`src/logic/wwd_pkg.sv`:
```
// constants, field layout and types of the window watchdog
// assumes a single 250 MHz clock and an AXI4-Lite register port
package wwd_pkg;
   // byte addresses of the register words
   localparam logic [3:0] WWD_ADDR_CTRL = 4'h0;
   localparam logic [3:0] WWD_ADDR_WIN = 4'h4;
   localparam logic [3:0] WWD_ADDR_OPT = 4'h8;
   localparam logic [3:0] WWD_ADDR_STAT = 4'hc;
   // field positions
   localparam int WWD_ACT_BIT = 7;
   localparam int WWD_TOP_BIT = 6;
   localparam int WWD_OPT_HW = 0;
   localparam int WWD_OPT_HALT = 1;
   localparam int WWD_OPT_OIE = 2;
   localparam int WWD_STAT_ACT = 0;
   localparam int WWD_STAT_BUSY = 1;
   localparam int WWD_STAT_CAUSE = 2;
   // cause bits
   localparam logic [3:0] WWD_CAUSE_EXPIRE = 4'h1;
   localparam logic [3:0] WWD_CAUSE_WINDOW = 4'h2;
   localparam logic [3:0] WWD_CAUSE_TOPBIT = 4'h4;
   localparam logic [3:0] WWD_CAUSE_HALT = 4'h8;
   // reset values
   localparam logic [7:0] WWD_CTRL_RST = 8'h7f;
   localparam logic [6:0] WWD_WIN_RST = 7'h7f;
   localparam logic [2:0] WWD_OPT_RST = 3'h0;
   localparam logic [6:0] WWD_CNT_EXPIRE = 7'h40;
   // timing
   localparam int WWD_PRESC_CYCLES = 16384;
   localparam int WWD_CLK_MHZ = 250;
   localparam int WWD_RST_HOLD_US = 30;
   localparam int WWD_RST_HOLD_CYCLES = WWD_RST_HOLD_US * WWD_CLK_MHZ;
   // bus answers
   localparam logic [1:0] WWD_RESP_OKAY = 2'h0;
   localparam logic [1:0] WWD_RESP_SLVERR = 2'h2;
   typedef enum logic [1:0] {
      WWD_RUN = 2'h1,
      WWD_RST = 2'h2
   } wwd_fsm_t;
endpackage : wwd_pkg

```
`src/logic/wwd_top.sv`:
```
// window watchdog: 7-bit downcounter, window check, reset request
// assumes aclk is the oscillator-derived clock; registers over AXI4-Lite
// sys_reset_req only requests a reset; the system is expected to answer with aresetn
// Notes on behaviour
// RULE1 - counter drops by one every 16384 clocks via free-running prescaler
// RULE2 - counter keeps counting while inactive; no reset from expiry then
// RULE3 - active and counter passing 40h to 3Fh starts a reset
// RULE4 - active and reload while count above window limit gives reset
// RULE5 - software reloads only when count below window and above 3Fh
// RULE6 - software writes C0h to FFh when refreshing
// RULE7 - control writes must set counter bit 6, else immediate reset
// RULE8 - software activation: off after reset, set by software, sticks
// RULE9 - hardware activation option: always active, activation bit ignored
// RULE10 - activation bit set with counter bit 6 clear resets at once
// RULE11 - active plus halt-reset option: halt instruction gives reset
// RULE12 - low six counter bits choose timeout in 64 prescaler steps
// RULE13 - first decrement after write comes at unknown prescaler phase
// RULE14 - software should refresh before halt when halt is allowed
// RULE15 - control holds activation bit 7, counter 6:0; both reset 7Fh
// RULE16 - activation bit set by software, cleared only by reset
// RULE17 - oscillator irq enable clear and halt option set: halt resets
// RULE18 - counter compared with window bits 6:0 at each control write
// RULE19 - control write loads counter and decrementing restarts there
//
// The implementer's own choices: the register offsets and the AXI4-Lite slave port.
`timescale 1ns/1ns
module wwd_top
   import wwd_pkg::*;
#(
   parameter int unsigned ADDR_W = 12,
   parameter int unsigned PRESC_DIV = WWD_PRESC_CYCLES,
   parameter int unsigned RST_HOLD = WWD_RST_HOLD_CYCLES
) (
   input wire logic aclk,
   input wire logic aresetn,
   input wire logic [ADDR_W-1:0] s_axi_awaddr,
   input wire logic s_axi_awvalid,
   output logic s_axi_awready,
   input wire logic [31:0] s_axi_wdata,
   input wire logic [3:0] s_axi_wstrb,
   input wire logic s_axi_wvalid,
   output logic s_axi_wready,
   output logic [1:0] s_axi_bresp,
   output logic s_axi_bvalid,
   input wire logic s_axi_bready,
   input wire logic [ADDR_W-1:0] s_axi_araddr,
   input wire logic s_axi_arvalid,
   output logic s_axi_arready,
   output logic [31:0] s_axi_rdata,
   output logic [1:0] s_axi_rresp,
   output logic s_axi_rvalid,
   input wire logic s_axi_rready,
   input wire logic halt_exec,
   output logic sys_reset_req
);
   localparam int HW = $clog2(RST_HOLD + 1);
   localparam logic [HW-1:0] HOLD_LAST = HW'(RST_HOLD - 1);

   typedef struct packed {
      wwd_fsm_t fsm;
      logic [HW-1:0] hold;
      logic sys_rst;
      logic [3:0] cause;
      logic activation_bit;
      logic [6:0] cnt;
      logic [6:0] win;
      logic hw_opt;
      logic halt_reset_option;
      logic oscillator_irq_enable;
      logic aw_got;
      logic [ADDR_W-1:0] aw_addr;
      logic w_got;
      logic [31:0] w_data;
      logic w_lane0;
      logic bvalid;
      logic [1:0] bresp;
      logic rvalid;
      logic [31:0] rdata;
      logic [1:0] rresp;
   } wwd_state_t;

   wwd_state_t s_r;
   wwd_state_t s_nxt;

   logic tick;
   logic aw_take;
   logic w_take;
   logic do_wr;
   logic [ADDR_W-1:0] wr_addr;
   logic [31:0] wd;
   logic wr_lane0;
   logic ctrl_wr;
   logic active;
   logic active_after;
   logic [3:0] trig;

   generate
      // the pulse and tick checks below count eight cycles by repetition
      if (RST_HOLD < 8 || PRESC_DIV < 9) begin : g_bad_timing
         $error("reset hold below 8 or prescaler divider below 9");
      end
      // the decoder compares the address bits above the low nibble with zero
      if (ADDR_W < 5) begin : g_bad_addr
         $error("address width below 5 bits");
      end
   endgenerate

   // RULE1
   wwd_prescaler #(.DIV(PRESC_DIV)) wwd_prescaler_i (
      .aclk(aclk),
      .aresetn(aresetn),
      .tick(tick)
   );

   function automatic logic wwd_hit(input logic [ADDR_W-1:0] a, input logic [3:0] off);
      wwd_hit = (a[ADDR_W-1:4] == '0) && (a[3:0] == off);
   endfunction : wwd_hit

   function automatic logic wwd_mapped(input logic [ADDR_W-1:0] a);
      wwd_mapped = wwd_hit(a, WWD_ADDR_CTRL) || wwd_hit(a, WWD_ADDR_WIN) ||
                   wwd_hit(a, WWD_ADDR_OPT) || wwd_hit(a, WWD_ADDR_STAT);
   endfunction : wwd_mapped

   assign s_axi_awready = !s_r.aw_got && !s_r.bvalid;
   assign s_axi_wready = !s_r.w_got && !s_r.bvalid;
   assign s_axi_arready = !s_r.rvalid;

   always_comb begin
      s_nxt = s_r;
      aw_take = s_axi_awvalid && s_axi_awready;
      w_take = s_axi_wvalid && s_axi_wready;
      wr_addr = s_r.aw_got ? s_r.aw_addr : s_axi_awaddr;
      wd = s_r.w_got ? s_r.w_data : s_axi_wdata;
      wr_lane0 = s_r.w_got ? s_r.w_lane0 : s_axi_wstrb[0];
      do_wr = (s_r.aw_got || aw_take) && (s_r.w_got || w_take);
      ctrl_wr = do_wr && wr_lane0 && wwd_hit(wr_addr, WWD_ADDR_CTRL);
      active = s_r.activation_bit || s_r.hw_opt; // RULE9
      // a write that sets the activation bit is judged as already active
      active_after = active || (ctrl_wr && wd[WWD_ACT_BIT]);
      trig = 4'h0;
      if (aw_take) begin
         s_nxt.aw_got = 1'b1;
         s_nxt.aw_addr = s_axi_awaddr;
      end
      if (w_take) begin
         s_nxt.w_got = 1'b1;
         s_nxt.w_data = s_axi_wdata;
         s_nxt.w_lane0 = s_axi_wstrb[0];
      end
      if (s_r.bvalid && s_axi_bready) begin
         s_nxt.bvalid = 1'b0;
      end
      // counter runs whether or not the watchdog is active
      if (tick) begin
         s_nxt.cnt = s_r.cnt - 7'h01; // RULE1 RULE2
         if (active && s_r.cnt == WWD_CNT_EXPIRE) begin
            trig = trig | WWD_CAUSE_EXPIRE; // RULE3
         end
      end
      if (halt_exec && active && s_r.halt_reset_option && !s_r.oscillator_irq_enable) begin
         trig = trig | WWD_CAUSE_HALT; // RULE11 RULE17
      end
      if (do_wr) begin
         s_nxt.aw_got = 1'b0;
         s_nxt.w_got = 1'b0;
         s_nxt.bvalid = 1'b1;
         s_nxt.bresp = wwd_mapped(wr_addr) ? WWD_RESP_OKAY : WWD_RESP_SLVERR;
         // partial writes without lane 0 leave every 8-bit register alone
         if (wr_lane0) begin
            if (wwd_hit(wr_addr, WWD_ADDR_CTRL)) begin
               // prescaler is not restarted, so the first step comes early
               s_nxt.cnt = wd[6:0]; // RULE19 RULE12 RULE13
               s_nxt.activation_bit = s_r.activation_bit | wd[WWD_ACT_BIT]; // RULE8 RULE16
               // count before the write is compared; equal to the limit passes
               if (active_after && s_r.cnt > s_r.win) begin
                  trig = trig | WWD_CAUSE_WINDOW; // RULE4 RULE18
               end
               if (active_after && !wd[WWD_TOP_BIT]) begin
                  trig = trig | WWD_CAUSE_TOPBIT; // RULE7 RULE10
               end
            end
            if (wwd_hit(wr_addr, WWD_ADDR_WIN)) begin
               s_nxt.win = wd[6:0];
            end
            if (wwd_hit(wr_addr, WWD_ADDR_OPT)) begin
               s_nxt.hw_opt = wd[WWD_OPT_HW];
               s_nxt.halt_reset_option = wd[WWD_OPT_HALT];
               s_nxt.oscillator_irq_enable = wd[WWD_OPT_OIE];
            end
         end
      end
      if (s_r.rvalid && s_axi_rready) begin
         s_nxt.rvalid = 1'b0;
      end
      if (s_axi_arvalid && s_axi_arready) begin
         s_nxt.rvalid = 1'b1;
         s_nxt.rdata = 32'h0;
         s_nxt.rresp = WWD_RESP_OKAY;
         if (wwd_hit(s_axi_araddr, WWD_ADDR_CTRL)) begin
            s_nxt.rdata[7:0] = {s_r.activation_bit, s_r.cnt}; // RULE15
         end else if (wwd_hit(s_axi_araddr, WWD_ADDR_WIN)) begin
            s_nxt.rdata[6:0] = s_r.win;
         end else if (wwd_hit(s_axi_araddr, WWD_ADDR_OPT)) begin
            s_nxt.rdata[WWD_OPT_HW] = s_r.hw_opt;
            s_nxt.rdata[WWD_OPT_HALT] = s_r.halt_reset_option;
            s_nxt.rdata[WWD_OPT_OIE] = s_r.oscillator_irq_enable;
         end else if (wwd_hit(s_axi_araddr, WWD_ADDR_STAT)) begin
            s_nxt.rdata[WWD_STAT_ACT] = active;
            s_nxt.rdata[WWD_STAT_BUSY] = s_r.sys_rst;
            s_nxt.rdata[WWD_STAT_CAUSE+3:WWD_STAT_CAUSE] = s_r.cause;
         end else begin
            s_nxt.rresp = WWD_RESP_SLVERR;
         end
      end
      // a trigger during an ongoing reset pulse is absorbed by it
      case (s_r.fsm)
         WWD_RUN: begin
            if (trig != 4'h0) begin
               s_nxt.fsm = WWD_RST;
               s_nxt.hold = HOLD_LAST;
               s_nxt.sys_rst = 1'b1;
               s_nxt.cause = s_r.cause | trig;
            end
         end
         WWD_RST: begin
            if (s_r.hold == '0) begin
               s_nxt.fsm = WWD_RUN;
               s_nxt.sys_rst = 1'b0;
            end else begin
               s_nxt.hold = s_r.hold - HW'(1);
            end
         end
         default: begin
            s_nxt.fsm = WWD_RUN;
            s_nxt.sys_rst = 1'b0;
         end
      endcase
   end

   always_ff @(posedge aclk) begin
      if (!aresetn) begin
         s_r <= '0;
         s_r.fsm <= WWD_RUN;
         s_r.cnt <= WWD_CTRL_RST[6:0]; // RULE15
         s_r.activation_bit <= WWD_CTRL_RST[WWD_ACT_BIT]; // RULE16
         s_r.win <= WWD_WIN_RST;
         {s_r.oscillator_irq_enable, s_r.halt_reset_option, s_r.hw_opt} <= WWD_OPT_RST;
      end else begin
         s_r <= s_nxt;
      end
   end

   assign s_axi_bvalid = s_r.bvalid;
   assign s_axi_bresp = s_r.bresp;
   assign s_axi_rvalid = s_r.rvalid;
   assign s_axi_rdata = s_r.rdata;
   assign s_axi_rresp = s_r.rresp;
   assign sys_reset_req = s_r.sys_rst;
endmodule : wwd_top

```
`src/logic/wwd_prescaler.sv`:
```
// free-running prescaler giving one tick every DIV clock cycles
// assumes synchronous active-low reset; phase is not disturbed by software
`timescale 1ns/1ns
module wwd_prescaler
   import wwd_pkg::*;
#(
   parameter int unsigned DIV = WWD_PRESC_CYCLES
) (
   input wire logic aclk,
   input wire logic aresetn,
   output logic tick
);
   localparam int CW = $clog2(DIV);
   localparam logic [CW-1:0] LAST = CW'(DIV - 1);

   typedef struct packed {
      logic [CW-1:0] cnt;
      logic tick;
   } wwd_presc_t;

   wwd_presc_t s_r;
   wwd_presc_t s_nxt;

   generate
      if (DIV < 2) begin : g_bad_div
         $error("prescaler divider below 2");
      end
   endgenerate

   always_comb begin
      s_nxt = s_r;
      s_nxt.tick = 1'b0;
      if (s_r.cnt == LAST) begin
         s_nxt.cnt = '0;
         s_nxt.tick = 1'b1;
      end else begin
         s_nxt.cnt = s_r.cnt + CW'(1);
      end
   end

   always_ff @(posedge aclk) begin
      if (!aresetn) begin
         s_r <= '0;
      end else begin
         s_r <= s_nxt;
      end
   end

   assign tick = s_r.tick;
endmodule : wwd_prescaler

```
`config.mk`:
```
export PLATFORM = sky130hd
export DESIGN_NAME = wwd_top
export DESIGN_NICKNAME = d
export VERILOG_FILES = /design/src/logic/wwd_pkg.sv /design/src/logic/wwd_top.sv /design/src/logic/wwd_prescaler.sv
export SDC_FILE = /design/constraint.sdc
export NUM_CORES = 1
export LEC_CHECK = 0
export BUFFER_PORTS_ARGS = -buffer_cell sky130_fd_sc_hd__buf_2
export CORE_MARGIN = 2
export CORE_UTILIZATION = 50
export DETAILED_ROUTE_END_ITERATION = 7
export PLACE_DENSITY = 0.73
export SYNTH_ARGS = -nofsm -noshare
export SYNTH_HDL_FRONTEND = slang
export SYNTH_HIERARCHICAL = 1
export SYNTH_SLANG_ARGS = --single-unit
export TNS_END_PERCENT = 30
```
`constraint.sdc`:
```
create_clock -name aclk -period 5.4 [get_ports aclk]
set_input_delay 1.35 -clock aclk [delete_from_list [all_inputs] [get_ports aclk]]
set_output_delay 1.35 -clock aclk [all_outputs]
set_load 0.03 [all_outputs]
```
# Word level (Yosys, flattened, before mapping)
# Cells that the tools add are included.
[classes]
magnitude_cmp = 1
eq_ne = 13
n_bitwise = 3
muxes = 42
reduce_logical = 55
n_addsub = 3
[ops]
columns = ["op", "n"]
rows = [
  ["$mux W35", 1],
  ["$mux W7", 4],
  ["$mux W13", 2],
  ["$pmux W13 S2", 1],
  ["$logic_and A1 B1 Y1", 25],
  ["$mux W3", 8],
  ["$mux W20", 1],
  ["$mux W18", 1],
  ["$mux W17", 1],
  ["$eq A4 B4 Y1 const B", 4],
  ["$logic_not A8 Y1", 2],
  ["$add A14 B1 Y14 const B", 1],
  ["$eq A14 B14 Y1 const B", 1],
  ["$mux W2", 7],
  ["$logic_not A13 Y1", 1],
  ["$sub A13 B1 Y13 const B", 1],
  ["$mux W12", 1],
  ["$mux W6", 2],
  ["$reduce_and A3 Y1", 4],
  ["$mux W1", 9],
  ["$eq A4 B3 Y1 const B", 2],
  ["$logic_not A4 Y1", 2],
  ["$mux W8", 1],
  ["$eq A7 B7 Y1 const B", 1],
  ["other kinds (17)", 34],
]
[totals]
out_inout_bits = 42
register_bits = 90
input_bits = 68
elab_cells = 139

# Logic depth before layout (Yosys ltp)
[logic_depth]
ltp_word = 18
depth_mapped = 9
ltp_nobuf = 8

# By module
# The synthesis kept the hierarchy.
[by_module_without_submodules]
columns = ["mod", "area_per_inst_um2", "cells_per_inst", "n_inst"]
rows = [
  ["wwd_top", 3968.8, 453, 1],
  ["wwd_prescaler", 623.1, 66, 1],
]

# Worst setup path after synthesis
# Ideal clock, no wire load.
[synth_timing]
path_kind = "input to register"
start = "input s_axi_awaddr[7]"
end = "register s_r[91] (netlist name)"
path_stages = 6
n_path_buf = 0
t_arrival_ns = 2.926
setup_time_ns = 0.130
setup_slack_ns = 2.344
required_time_ns = 5.270
path_cell_list = "or4_4 nor4_4 o211ai_1 nor2_2 mux2i_1 nand2_1"
[synth_between]
elab_chain_cells = 4
[synth_lines]
columns = ["element", "line_no", "source"]
rows = [
  ["from (decl)", "wwd_top.sv:36", "input wire logic [ADDR_W-1:0] s_axi_awaddr,"],
  ["$mux W12", "wwd_top.sv:132", "wr_addr = s_r.aw_got ? s_r.aw_addr : s_axi_awaddr;"],
  ["$logic_not A8 Y1", "wwd_top.sv:116", "wwd_hit = (a[ADDR_W-1:4] == '0) && (a[3:0] == off);"],
  ["$logic_and A1 B1 Y1", "wwd_top.sv:116", ""],
  ["$reduce_and A3 Y1 (no line)", "n/a", ""],
  ["to (signal assigned)", "wwd_top.sv:249", "s_r <= s_nxt;"],
  ["to (decl)", "wwd_top.sv:82", "wwd_state_t s_r;"],
]
# Every way passes these cells.
# A chain may end at the register's enable or synchronous reset.

# Worst setup path in the final report
[layout_timing]
start = "input s_axi_awaddr[7]"
end = "register s_r[94] (netlist name)"
# The elaborated chain is that of the path after synthesis.

==> flow_metrics.tcl <==
set metrics [dict create \
    clock-root-buffer "clkbuf_8" \
    firstDrtPassIters 4 \
    synth_area_um2 4592 \
    crit_required_ps 5620 \
    syn_to_final_growth_pct 7.902 \
    drive_gt1_share_pct 18.04 \
    rsz0062_at_grt "no" \
    critPathCaptureType "register" \
    p_leak_nw 2.000 \
    status "complete, no violations" \
    grt_max_degree 39 \
    grt-ovfl-total 0 \
    p_total_mw 1.327 \
    start_util_pct 52.15 \
    synth_edf_count 0 \
    layout.cells.non_filler 668 \
    clock-sinks 87 \
    syn_inst 519 \
    synth-xor-area-share_pct 4.387 \
    ant_nets 0 \
    cts_resized 0 \
    async_reset_ff_share_pct 0 \
    globalRouteTotalUtil_pct 18.99 \
    yosysUniqueCellTypes 64 \
    yosys.area.top_type_share_pct 37.93 \
    crit_fanout 7 \
    maxSlewHeadroom_pct 51.11 \
    drv_cap 0 \
    die_area_um2 9966 \
    finalSetupViolCount 0 \
    cts_tree "built" \
    synth_area_leaders "dfxtp_1, nand2_1, buf_4, a21boi_0, mux2i_1" \
    die_h_um 99.83 \
    postPlaceCellArea_um2 4742 \
    critPathSlowestCell "or4_4" \
    numCtsBuffers 9 \
    path_cells "buf_2 -> or4_4 -> nor4_4 -> o211ai_1 -> nor2_2 -> mux2i_1 -> nand2_1" \
    cts_setup_buffers 0 \
    drtIter0Drc 115 \
    hold_class "reg -> reg" \
    synthAdderAreaFrac_pct 2.725 \
    final_util_pct 56.27 \
    routabilityCongestion 0.8198 \
    max_freq_mhz 327.4 \
    grt_pass1_wl_um 15510 \
    wl_per_cell_um 13.56 \
    grt_pass1_vias 3520 \
    synth.area.mux_share_pct 7.793 \
    vias_per_cell 5.383 \
    path_clk_slew_ps 90 \
    dpl.cell_count 653 \
    yosys.area_share.simple_pct 22.45 \
    max_stage_delay_ps 540 \
    synth_top_family_by_area "simple AND/OR/NAND/NOR gates" \
    clock_path_buffers 2 \
    final_nets 634 \
    antenna_found_initial 0 \
    core.rowCount 34 \
    num_antenna_cells 0 \
    clkLatencyLatePin_ps 350 \
    arrival_ps 3280 \
    worst_slew_pin_slew_ps 727.3 \
    port_buffers 56 \
    synth_ff_type "dfxtp_1" \
    yosysSeqAreaShare_pct 37.93 \
    yosysTopAreaCell "dfxtp_1" \
    setup-tns-final_ps 0 \
    finalMaxSlewViolations 0 \
    synth_compound_area_share_pct 15.34 \
    post-route-min-period_ps 3055 \
    holdBufCountCts 0 \
    routed_wl_um 9058 \
    finClkSkew_ps 13.94 \
    htreeDepth 3 \
    cp-start-kind "input pin" \
    power_density_nw_per_um2 267.7 \
    num_vias 3596 \
    yosysWarnings 6 \
    hpwl_um 6726 \
    drc 0 \
    coreArea_um2 8806 \
    avgSynthCellArea_um2 8.848 \
    hold_violations 0 \
    ir_drop_mv 0.1436 \
    crit_type "in -> reg" \
    design_area_um2 4955 \
    io_pins 110 \
    die_w_um 99.83 \
    ys_ff_latch 87 \
    fin_crit_sh_pct 56.57 \
]
cells by family (layout without fill, tap and decap cells):
| family | after synthesis | after routing |
|---|---|---|
| xor gates and xnor gates | 23 | 23 |
| muxes | 32 | 32 |
| buffers and inverters | 72 | 88 |
| adders and majority gates | 10 | 10 |
| DFF | 87 | 87 |
| and+or+nand+nor | 203 | 203 |
| AOI/OAI and AO/OA | 91 | 91 |
| other | 1 | 26 |
synth_stat cells (5+ instances only):
| cell | instances |
|---|---|
| nor2_1 | 34 |
| mux2i_1 | 20 |
| nor2b_1 | 11 |
| ha_1 | 10 |
| inv_1 | 16 |
| xor2_1 | 15 |
| a21boi_0 | 33 |
| buf_4 | 37 |
| o211a_1 | 5 |
| nand3_1 | 16 |
| a21oi_1 | 9 |
| clkbuf_1 | 15 |
| nand4_1 | 5 |
| nand2_1 | 84 |
| or3_1 | 8 |
| dfxtp_1 | 87 |
| o21ai_0 | 13 |
| nor3_1 | 8 |
| xnor2_1 | 8 |
| mux2_2 | 10 |
through the flow:
stage	hold WS, ps	setup slack (ps)
2_1_floorplan	426.1	2344
6_report	463.5	2345
3_3_place_gp	441.3	1965
5_1_grt	487.5	2213
3_5_place_dp	457.1	1945
4_1_cts	468.9	2322
area by class of cell:
cell class / instances / area [µm²]
Clock buffer: 12 / 145.1
Clock inverter: 3 / 67.56
Fill cell: 780 / 3851
Inverter: 16 / 60.06
Multi-Input combinational cell: 385 / 2517
Sequential cell: 87 / 1742
Tap cell: 108 / 135.1
Timing Repair Buffer: 57 / 287.8
power by group:
group          leakage, nW  switching [mW]  internal, mW  total (mW)
Clock                0.103           0.222         0.272       0.494
Sequential           0.706          0.0174         0.659       0.677
Combinational         1.19           0.103        0.0531       0.156
Total                 2.00           0.343         0.984        1.33
flip-flops by register name, indices dropped and copies added, names as in the netlist:
name and count:
s_r 60, wwd_prescaler_i/tick 1, s_axi_bresp 1, s_axi_rresp 1, s_axi_bvalid 1, s_axi_rvalid 1
s_axi_rdata 8, wwd_prescaler_i/s_r 14
path summary, 6_finish.rpt:
| path | from | to | slack [ps] | depth (start not counted) |
|---|---|---|---|---|
| worst max-delay path | s_axi_awaddr[7] | s_r[94] | 2350 | 7 |
| worst min-delay path | s_axi_rdata[5] | s_axi_rdata[5] | 460 | 2 |
| worst max register to register | s_r[108] | s_r[111] | 2800 | 8 |
| worst min register to register | s_axi_rdata[5] | s_axi_rdata[5] | 460 | 2 |
routing by layer:
| layer | global-route usage [%] | part of all wire, % | up-vias |
|---|---|---|---|
| met3 | 4.596 | 3.5 | 12 |
| met2 | 33.68 | 51 | 65 |
| met5 | 0 | 0 | - |
| met1 | 23.02 | 44 | 1699 |
| met4 | 5.163 | 1.5 | 0 |
| li1 | - | - | 1820 |
placed cells by master (no fill, tap or decap), types with 4 or more instances in the layout:
cell type	netlist	layout
o21ai_0	13	13
xnor2_1	8	8
nor3b_1	4	4
a21oi_1	9	9
or3_1	8	8
and2_1	4	4
o21a_1	4	4
mux2_2	10	10
nor2b_1	11	11
nand4_1	5	5
buf_2	2	56
nor4_1	4	4
xor2_1	15	15
dfxtp_1	87	87
ha_1	10	10
mux2i_1	20	20
conb_1	1	26
nor3_1	8	8
nand2_1	84	84
inv_1	16	16
clkbuf_8	0	10
a31oi_1	4	4
nor2_1	34	34
nand3_1	16	16
o211a_1	5	5
a21boi_0	33	33
critical path, delay by kind of cell:
family	cells	cell delay (ps)
multiplexers	1	250
AND/OR/NAND/NOR	4	1390
AO/OA/AOI/OAI	1	180
buffers and inverters	1	100
No activity file was read; power rests on OpenSTA's default activity.
